==> config.mk <==
export PLATFORM = sky130hd
export DESIGN_NAME = pcsg_socket0
export DESIGN_NICKNAME = d
export VERILOG_FILES = /design/src/pcsg_socket0.v
export VERILOG_INCLUDE_DIRS = /design/src
export SDC_FILE = /design/constraint.sdc
export NUM_CORES = 1
export LEC_CHECK = 0
export BUFFER_PORTS_ARGS = -buffer_cell sky130_fd_sc_hd__buf_2
export CAP_MARGIN = 25
export CORE_MARGIN = 4
export CORE_UTILIZATION = 44
export DETAILED_ROUTE_END_ITERATION = 12
export PLACE_DENSITY = 0.75
export SYNTH_ARGS = -nofsm -noshare
export SYNTH_HDL_FRONTEND = slang
export SYNTH_SLANG_ARGS = --single-unit
export TNS_END_PERCENT = 30
==> constraint.sdc <==
create_clock -name hclk -period 1.8 [get_ports hclk]
set_input_delay 0.18 -clock hclk [delete_from_list [all_inputs] [get_ports hclk]]
set_output_delay 0.18 -clock hclk [all_outputs]
set_load 0.03 [all_outputs]
==> src/pcsg_consts.vh <==
// register map, field positions and reset values of the socket zero gating block
`ifndef PCSG_CONSTS_VH
`define PCSG_CONSTS_VH

// register byte offsets
`define PCSG_CTRL_OFFSET 8'h00
`define PCSG_SLEEP_OFFSET 8'h04
`define PCSG_STATUS_OFFSET 8'h08
`define PCSG_ADDR_BITS 8

// socket_control_reg fields
`define PCSG_CTRL_WIDTH 6
`define PCSG_CTRL_EN_BIT 2
`define PCSG_CTRL_RESET 6'h00

// socket_sleep_state_reg fields
`define PCSG_SLEEP_WIDTH 2
`define PCSG_SLEEP_S0_BIT 0
`define PCSG_SLEEP_RESET 2'h0

// status register fields
`define PCSG_STAT_CD_LSB 0
`define PCSG_STAT_SLEEP_BIT 2

// socket bus widths
`define PCSG_ADDR_WIDTH 26
`define PCSG_DATA_WIDTH 16
`define PCSG_NUM_STROBES 6

// htrans nonseq bit, hresp okay
`define PCSG_HTRANS_ACTIVE_BIT 1
`define PCSG_HRESP_OKAY 1'b0

`endif

==> src/pcsg_socket0.v <==
// socket zero gating of a pc card interface with its ahb-lite register slave
`timescale 1ns/100ps
`include "pcsg_consts.vh"

module pcsg_socket0 (
  input wire hclk,
  input wire hresetn,
  input wire hsel,
  input wire [31:0] haddr,
  input wire [1:0] htrans,
  input wire hwrite,
  input wire [2:0] hsize,
  input wire [31:0] hwdata,
  input wire hready,
  output wire hreadyout,
  output wire hresp,
  output wire [31:0] hrdata,
  input wire sleep_mode,
  input wire host_socket_select,
  input wire [1:0] host_card_enable_n,
  input wire host_output_enable_n,
  input wire host_write_enable_n,
  input wire host_io_read_n,
  input wire host_reg_select_n,
  input wire [25:0] host_address,
  input wire [15:0] host_data_out,
  output wire [15:0] host_data_in,
  input wire [1:0] sock0_card_detect_n,
  output wire [25:0] sock0_address_bus,
  output wire sock0_address_oe,
  input wire [15:0] sock0_data_bus_in,
  output wire [15:0] sock0_data_bus_out,
  output wire sock0_data_bus_oe,
  output wire [1:0] sock0_card_enable_n,
  output wire [1:0] sock0_card_enable_oe,
  output wire sock0_output_enable_n,
  output wire sock0_output_enable_oe,
  output wire sock0_write_enable_n,
  output wire sock0_write_enable_oe,
  output wire sock0_io_read_n,
  output wire sock0_io_read_oe,
  output wire sock0_reg_select_n,
  output wire sock0_reg_select_oe
);

  // strobe bit order: ce[0], ce[1], oe, we, ior, reg
  localparam NS = `PCSG_NUM_STROBES;
  localparam AW = `PCSG_ADDR_WIDTH;
  localparam DW = `PCSG_DATA_WIDTH;

  // strobe gating: returns {drive, level}
  function [1:0] pcsg_strobe;
    input en;
    input slp;
    input sst;
    input pass;
    input host_n;
    begin
      if (!en) begin
        pcsg_strobe = 2'b00;
      end else if (slp) begin
        pcsg_strobe = sst ? 2'b11 : 2'b00;
      end else if (pass) begin
        pcsg_strobe = {1'b1, host_n};
      end else begin
        pcsg_strobe = 2'b11;
      end
    end
  endfunction

  // register select match in the address phase
  function pcsg_hit;
    input [31:0] a;
    input [7:0] off;
    begin
      pcsg_hit = (a[`PCSG_ADDR_BITS-1:0] == off);
    end
  endfunction

  // two-stage synchronisers for pins
  reg [NS-1:0] strobe_meta_reg;
  reg [NS-1:0] strobe_sync_reg;
  reg [1:0] cd_meta_reg;
  reg [1:0] cd_sync_reg;
  reg sel_meta_reg;
  reg sel_sync_reg;
  reg sleep_meta_reg;
  reg sleep_sync_reg;
  reg [AW-1:0] addr_meta_reg;
  reg [AW-1:0] addr_sync_reg;
  reg [DW-1:0] hdata_meta_reg;
  reg [DW-1:0] hdata_sync_reg;
  reg [DW-1:0] sdata_meta_reg;
  reg [DW-1:0] sdata_sync_reg;

  always @(posedge hclk or negedge hresetn) begin
    if (!hresetn) begin
      strobe_meta_reg <= 6'h3f;
      strobe_sync_reg <= 6'h3f;
      cd_meta_reg <= 2'h3;
      cd_sync_reg <= 2'h3;
      sel_meta_reg <= 1'b0;
      sel_sync_reg <= 1'b0;
      sleep_meta_reg <= 1'b0;
      sleep_sync_reg <= 1'b0;
      addr_meta_reg <= 26'h0000000;
      addr_sync_reg <= 26'h0000000;
      hdata_meta_reg <= 16'h0000;
      hdata_sync_reg <= 16'h0000;
      sdata_meta_reg <= 16'h0000;
      sdata_sync_reg <= 16'h0000;
    end else begin
      strobe_meta_reg <= {host_reg_select_n, host_io_read_n, host_write_enable_n,
                          host_output_enable_n, host_card_enable_n};
      strobe_sync_reg <= strobe_meta_reg;
      cd_meta_reg <= sock0_card_detect_n;
      cd_sync_reg <= cd_meta_reg;
      sel_meta_reg <= host_socket_select;
      sel_sync_reg <= sel_meta_reg;
      sleep_meta_reg <= sleep_mode;
      sleep_sync_reg <= sleep_meta_reg;
      addr_meta_reg <= host_address;
      addr_sync_reg <= addr_meta_reg;
      hdata_meta_reg <= host_data_out;
      hdata_sync_reg <= hdata_meta_reg;
      sdata_meta_reg <= sock0_data_bus_in;
      sdata_sync_reg <= sdata_meta_reg;
    end
  end

  // software registers
  reg [`PCSG_CTRL_WIDTH-1:0] socket_control_reg;
  reg [`PCSG_SLEEP_WIDTH-1:0] socket_sleep_state_reg;

  // ahb-lite slave, zero wait states
  reg wr_pend_reg;
  reg [7:0] wr_addr_reg;
  reg [31:0] hrdata_reg;
  reg hreadyout_reg;
  reg hresp_reg;
  reg [31:0] rd_next;
  wire take = hsel && hready && htrans[`PCSG_HTRANS_ACTIVE_BIT];

  always @* begin
    rd_next = 32'h00000000;
    if (pcsg_hit(haddr, `PCSG_CTRL_OFFSET)) begin
      rd_next[`PCSG_CTRL_WIDTH-1:0] = socket_control_reg;
    end else if (pcsg_hit(haddr, `PCSG_SLEEP_OFFSET)) begin
      rd_next[`PCSG_SLEEP_WIDTH-1:0] = socket_sleep_state_reg;
    end else if (pcsg_hit(haddr, `PCSG_STATUS_OFFSET)) begin
      rd_next[`PCSG_STAT_CD_LSB+1:`PCSG_STAT_CD_LSB] = cd_sync_reg;
      rd_next[`PCSG_STAT_SLEEP_BIT] = sleep_sync_reg;
    end
  end

  always @(posedge hclk or negedge hresetn) begin
    if (!hresetn) begin
      wr_pend_reg <= 1'b0;
      wr_addr_reg <= 8'h00;
      hrdata_reg <= 32'h00000000;
      hreadyout_reg <= 1'b0;
      hresp_reg <= `PCSG_HRESP_OKAY;
      socket_control_reg <= `PCSG_CTRL_RESET;
      socket_sleep_state_reg <= `PCSG_SLEEP_RESET;
    end else begin
      hreadyout_reg <= 1'b1;
      hresp_reg <= `PCSG_HRESP_OKAY;
      wr_pend_reg <= take && hwrite;
      if (take) begin
        wr_addr_reg <= haddr[`PCSG_ADDR_BITS-1:0];
      end
      if (take && !hwrite) begin
        hrdata_reg <= rd_next;
      end
      if (wr_pend_reg && wr_addr_reg == `PCSG_CTRL_OFFSET) begin
        socket_control_reg <= hwdata[`PCSG_CTRL_WIDTH-1:0];
      end
      if (wr_pend_reg && wr_addr_reg == `PCSG_SLEEP_OFFSET) begin
        socket_sleep_state_reg <= hwdata[`PCSG_SLEEP_WIDTH-1:0];
      end
    end
  end

  assign hreadyout = hreadyout_reg;
  assign hresp = hresp_reg;
  assign hrdata = hrdata_reg;

  // decoded socket conditions
  wire en = socket_control_reg[`PCSG_CTRL_EN_BIT];
  wire sst = socket_sleep_state_reg[`PCSG_SLEEP_S0_BIT];
  wire slp = sleep_sync_reg;
  wire cd_ok = (cd_sync_reg == 2'b00);
  wire pass = cd_ok && !sel_sync_reg;

  // strobe and card-enable outputs, one flop pair per strobe
  wire [NS-1:0] strobe_q;
  wire [NS-1:0] strobe_oe_q;
  genvar i;
  generate
    for (i = 0; i < NS; i = i + 1) begin : g_strobe
      wire [1:0] s = pcsg_strobe(en, slp, sst, pass, strobe_sync_reg[i]);
      reg lvl_reg;
      reg oe_reg;
      always @(posedge hclk or negedge hresetn) begin
        if (!hresetn) begin
          lvl_reg <= 1'b1;
          oe_reg <= 1'b0;
        end else begin
          lvl_reg <= s[0];
          oe_reg <= s[1];
        end
      end
      assign strobe_q[i] = lvl_reg;
      assign strobe_oe_q[i] = oe_reg;
    end
  endgenerate

  assign sock0_card_enable_n = strobe_q[1:0];
  assign sock0_card_enable_oe = strobe_oe_q[1:0];
  assign sock0_output_enable_n = strobe_q[2];
  assign sock0_output_enable_oe = strobe_oe_q[2];
  assign sock0_write_enable_n = strobe_q[3];
  assign sock0_write_enable_oe = strobe_oe_q[3];
  assign sock0_io_read_n = strobe_q[4];
  assign sock0_io_read_oe = strobe_oe_q[4];
  assign sock0_reg_select_n = strobe_q[5];
  assign sock0_reg_select_oe = strobe_oe_q[5];

  // address and data gating
  reg [AW-1:0] addr_reg;
  reg addr_oe_reg;
  reg [DW-1:0] data_reg;
  reg data_oe_reg;
  reg [DW-1:0] hdin_reg;
  reg [AW-1:0] addr_next;
  reg addr_oe_next;
  reg [DW-1:0] data_next;
  reg data_oe_next;
  wire host_reading = !strobe_sync_reg[4] || !strobe_sync_reg[2];

  always @* begin
    addr_next = {AW{1'b0}};
    addr_oe_next = 1'b0;
    if (!cd_ok || !en) begin
      addr_oe_next = 1'b0;
    end else if (slp) begin
      addr_oe_next = sst;
    end else if (sel_sync_reg || strobe_sync_reg[1:0] == 2'b11) begin
      addr_oe_next = 1'b1;
    end else begin
      addr_oe_next = 1'b1;
      addr_next = addr_sync_reg;
    end
  end

  always @* begin
    data_next = {DW{1'b0}};
    data_oe_next = 1'b0;
    if (!en) begin
      data_oe_next = 1'b0;
    end else if (slp) begin
      data_oe_next = sst;
    end else if (host_reading && !sel_sync_reg) begin
      data_oe_next = 1'b0;
    end else begin
      data_oe_next = 1'b1;
      data_next = hdata_sync_reg;
    end
  end

  always @(posedge hclk or negedge hresetn) begin
    if (!hresetn) begin
      addr_reg <= 26'h0000000;
      addr_oe_reg <= 1'b0;
      data_reg <= 16'h0000;
      data_oe_reg <= 1'b0;
      hdin_reg <= 16'h0000;
    end else begin
      addr_reg <= addr_next;
      addr_oe_reg <= addr_oe_next;
      data_reg <= data_next;
      data_oe_reg <= data_oe_next;
      hdin_reg <= sdata_sync_reg;
    end
  end

  assign sock0_address_bus = addr_reg;
  assign sock0_address_oe = addr_oe_reg;
  assign sock0_data_bus_out = data_reg;
  assign sock0_data_bus_oe = data_oe_reg;
  assign host_data_in = hdin_reg;

endmodule // pcsg_socket0

* After elaboration in Yosys (flattened, before gate mapping)
Cells that the tools add are included.
** Storage, ports and cells
- Output and inout bits :: 106
- Register bits :: 232
- Logic and storage cells :: 96
- Bits of input ports :: 142
** Operators by class
- Reductions and logical operators :: 20
- Eq/ne operators :: 4
- Muxes and demuxes :: 35
** Operators with widths (count)
- two-way mux 26 bit :: 3
- two-way mux 16 bit :: 3
- two-way mux 2 bit :: 14
- == test 8 x 3 -> 1 bit (second input constant) :: 2
- logical NOT 8 bit :: 2
- two-way mux 1 bit :: 12
- two-way mux 3 bit :: 3
- == test 8 x 4 -> 1 bit (second input constant) :: 1
- logical AND 1 bit :: 8
- logical NOT 1 bit :: 6
- logical OR 1 bit :: 3
- == test 2 bit (second input constant) :: 1
- logical NOT 2 bit :: 1

* Depth between registers and ports, before layout
- Depth after elaboration :: 6
- Depth in mapped cells :: 5
- Mapped depth without buffers :: 3

* Least setup slack after synthesis
No wires, ideal clock.
- Kind :: flip-flop to flip-flop
- Start :: register sleep_sync_reg
- End :: register addr_reg[20], in the netlist sock0_address_bus[20]
- Path buffers :: 2
- Path slack :: 0.102 ns
- Required time :: 1.736 ns
- Data arrival time :: 1.634 ns
- Stages on the path, launching flop included :: 6
- Setup time :: 0.064 ns
- Cells stage by stage :: dfrtp_1 > or4_1 > buf_6 > a211oi_4 > buf_6 > and2_2
** Between the ends
- Cells in the longest elaborated chain, start to end :: 2
** Ends and longest elaborated chain
- start: declaration :: RTL line pcsg_socket0.v:88 : reg sleep_sync_reg;
- start signal: assignment :: RTL line pcsg_socket0.v:121 : sleep_sync_reg <= sleep_meta_reg;
- two-way mux 26 bit :: RTL line pcsg_socket0.v:246 : end else if (slp) begin
- two-way mux 26 bit :: RTL line pcsg_socket0.v:244 : if (!cd_ok || !en) begin
- named net addr_next[20] :: RTL line pcsg_socket0.v:235 : reg [AW-1:0] addr_next;
- end signal: assignment :: RTL line pcsg_socket0.v:279 : addr_reg <= addr_next;
- end: declaration :: RTL line pcsg_socket0.v:230 : reg [AW-1:0] addr_reg;
The timed path passes the listed nets, and every way through them passes these cells.
A chain may end at the register's enable or synchronous reset.

* Worst setup path in the final report
- Start :: register wr_addr_reg[1]
- End :: register socket_control_reg[4]
** Between the ends
- Cells in the longest elaborated chain, start to end :: 2
** Ends and longest elaborated chain
- start: declaration :: RTL line pcsg_socket0.v:137 : reg [7:0] wr_addr_reg;
- start signal: assignment :: RTL line pcsg_socket0.v:170 : wr_addr_reg <= haddr[`PCSG_ADDR_BITS-1:0];
- logical NOT 8 bit (no source line)
- logical AND 1 bit (no source line)
- end signal: assignment :: RTL line pcsg_socket0.v:163 : socket_control_reg <= `PCSG_CTRL_RESET;
- end signal: assignment :: RTL line pcsg_socket0.v:176 : socket_control_reg <= hwdata[`PCSG_CTRL_WIDTH-1:0];
- end: declaration :: RTL line pcsg_socket0.v:132 : reg [`PCSG_CTRL_WIDTH-1:0] socket_control_reg;
No other way between the ends.

==> impl_metrics.py <==
metrics = {
    "run_status": {
        "status": "completed",
    },
    "place": {
        "post-dp-hpwl_um": 8447,
        "dp_slack_ns": 0.03527,
        "numPortBuffers": 166,
        "dp.cells": 738,
        "finalWeightedCongestion": 0.7153,
    },
    "synthesis": {
        "synth_top_area_frac": 0.7530,
        "synth_area_um2": 6813,
        "syn_inst": 384,
        "yosysUniqueCellTypes": 30,
        "avgSynthCellArea_um2": 17.74,
        "ys_ff_latch": 227,
        "ys_top_cells_by_area": "dfrtp_1 (75%), dfstp_2 (8.5%), buf_4 (3.7%), mux2_2 (2.6%), and2_1 (2.1%)",
        "synth_area_leader_cell": "dfrtp_1",
        "yosysSeqAreaShare": 0.8378,
        "yosysWarnings": 0,
    },
    "power_and_ir_drop": {
        "p_leak_nw": 4.727,
        "peakVddDrop_uv": 988.3,
        "power.density_nw_per_um2": 1133,
    },
    "die": {
        "dieArea_um2": 17540,
        "die_w_um": 132.4,
        "floorplan.initialDensity": 0.4481,
        "boundaryPins": 248,
        "die_y_um": 132.4,
        "coreArea_um2": 15200,
        "rows": 45,
    },
    "grt": {
        "grt_pass1_wl_um": 22050,
        "grt_overflow": 0,
        "grt_max_degree": 59,
        "grt.total_usage": 0.1560,
        "grt_pass1_vias": 4294,
        "antenna_found_initial": 0,
    },
    "worst_setup_path": {
        "crit_start": "wr_addr_reg[1]$_DFFE_PN0P_",
        "cp-endpoint": "socket_control_reg[4]$_DFFE_PN0P_",
        "critPathKind": "reg2reg",
        "end_kind": "register",
        "cp_max_fo": 6,
        "rr_endpoint": "socket_control_reg[4]$_DFFE_PN0P_",
        "path_delay_family": "simple AND/OR/NAND/NOR gates",
        "rrSetupSlack_ns": 0.06,
        "r2r_cells": 4,
        "crit_arrival_ns": 2.13,
        "slowest_stage": "or4_4",
        "cp_num_buf_inv": 1,
        "crit_path_start_kind": "register",
        "cp_cell_sequence": "or4_4 > nor3_4 > buf_4 > mux2_2",
        "required_ns": 2.18,
        "slowest_delay_ns": 0.57,
        "rr_startpoint": "wr_addr_reg[1]$_DFFE_PN0P_",
        "cp.depth": 4,
    },
    "run": {
        "maxCapViolCount": 0,
    },
    "clocking": {
        "clkLatencyLatePin_ns": 0.51,
        "cts-htree-levels": 1,
        "clock_path_buffers": 3,
        "cts_root_buffer": "clkbuf_16",
        "numCtsBuffers": 23,
        "clock-sinks": 227,
        "cts_tree": "yes",
        "clk_pin_slew_worst_paths_ns": 0.06,
    },
    "sta": {
        "setup_slack_ns": 0.05703,
        "fin_crit_ns": 1.743,
        "rsz0062_at_grt": "false",
        "maxSlewHeadroom": 0.6390,
        "setup_viol": 0,
        "finClkSkew_ns": 0.01809,
        "maxSlewViolCount": 0,
        "max_freq_mhz": 573.7,
        "tightest_slew_ns": 0.5366,
        "finalCritPeriodShare": 0.9683,
        "setup_tns_ns": 0,
        "hold_violations": 0,
        "hold_slack_ns": 0.04100,
    },
    "cells_and_area": {
        "drive_above_1_share": 0.4056,
        "area_growth_pct": 38.11,
        "fin_cells": 861,
        "antennaDiodeCount": 0,
        "nets": 801,
    },
    "worst_hold_path": {
        "hp-class": "in2reg",
    },
    "routing": {
        "drt_pass1_iterations": 4,
        "ant_nets": 0,
        "post_drt_wl_per_cell_um": 15.33,
        "dr_total_vias": 3752,
        "finalWirelength_um": 13200,
        "routed_via_density": 4.358,
        "dr.first_iter.drc_count": 142,
        "drc": 0,
    },
}
==> area by class of cell <==
class | count | area [µm²]
Clock buffer | 34 | 656.9
Clock inverter | 5 | 71.32
Fill cell | 1095 | 5793
Inverter | 5 | 18.77
Multi-Input combinational cell | 140 | 899.6
Sequential cell | 227 | 5708
Tap cell | 188 | 235.2
Timing Repair Buffer | 262 | 1819
==> layer usage <==
layer | track usage | wire (µm) | vias to the layer above
met4 | 0.05139 | 367 | 0
li1 | - | - | 1702
met5 | 0 | 0 | -
met2 | 0.2845 | 7369 | 126
met3 | 0.04335 | 786 | 32
met1 | 0.1771 | 4674 | 1892
==> stage by stage <==
stage / util / cell area [µm²] / power, mW
after floorplan: - / 6910 / 5.812
after global placement: 0.5153 / 7834 / 6.042
after detailed placement: 0.5153 / 7834 / 6.077
after CTS: 0.6179 / 9393 / 10.75
after global routing: 0.6189 / 9409 / 11.08
final: 0.6189 / 9409 / 10.66
==> worst min path at each step <==
stage                        start                          end  slack, ns  cells past startpoint
final                     haddr[3]   wr_addr_reg[3]$_DFFE_PN0P_       0.04                      2
after global placement     hresetn   addr_meta_reg[9]$_DFF_PN0_       0.14                      1
after CTS                 haddr[3]   wr_addr_reg[3]$_DFFE_PN0P_       0.02                      2
after detailed placement   hresetn  sdata_meta_reg[2]$_DFF_PN0_       0.15                      1
after global routing      haddr[3]   wr_addr_reg[3]$_DFFE_PN0P_       0.03                      2
after floorplan            hresetn   addr_meta_reg[0]$_DFF_PN0_      -0.12                      0
==> synthesized netlist by cell type <==
cell,instances
nand3_1,3
a211oi_4,1
nand4b_1,1
dfrtp_1,205
or4b_4,1
and4b_1,1
and2_1,23
and2_2,19
dfstp_2,22
mux2i_1,3
conb_1,2
a21oi_1,1
a211oi_1,1
buf_4,34
or3_1,1
o21ai_1,1
nor3_4,1
o21ai_0,5
inv_1,5
or4_1,2
o31ai_1,1
buf_6,3
nor3_1,2
nor4_1,1
nand2_1,9
mux2_2,16
clkbuf_1,1
nor2b_1,1
nor2_1,16
a2bb2oi_1,2
==> power by group <==
group	switching, mW	internal [mW]
clock	1.85	2.68
sequential	0.0887	5.36
combinational	0.389	0.297
==> cell families (layout without fill, tap and decap cells) <==
group | Yosys count | count (layout) | share of synthesized area
other | 2 | 28 | 0.001102
DFF | 227 | 227 | 0.8378
and+or+nand+nor | 81 | 81 | 0.07163
AOI/OAI and AO/OA | 12 | 12 | 0.01286
buffers and inverters | 43 | 306 | 0.04573
muxes | 19 | 19 | 0.03085
==> repair_timing <==
item / CTS / global route
hold endpoints to repair: 188 / 0
endpoints found under the setup margin: 0 / 7
setup buffers: 0 / 1
gates resized for setup: 0 / 2
hold buffers: 83 / 0
==> layout by cell type, fill, tap and decap left out, types with 2 or more instances in the layout <==
cell type and count:
buf_12 4, o21ai_0 5, clkbuf_1 7, buf_4 9, and2_2 19, dfstp_2 22
clkbuf_16 23, inv_1 5, nand3_1 3, dfrtp_1 205, a2bb2oi_1 2, mux2_2 16
clkbuf_8 4, buf_2 165, dlygate4sd3_1 83, nor3_1 2, nor2_1 16, mux2i_1 3
conb_1 28, nand2_1 9, and2_1 23
Power figures use the tool's default switching activity.
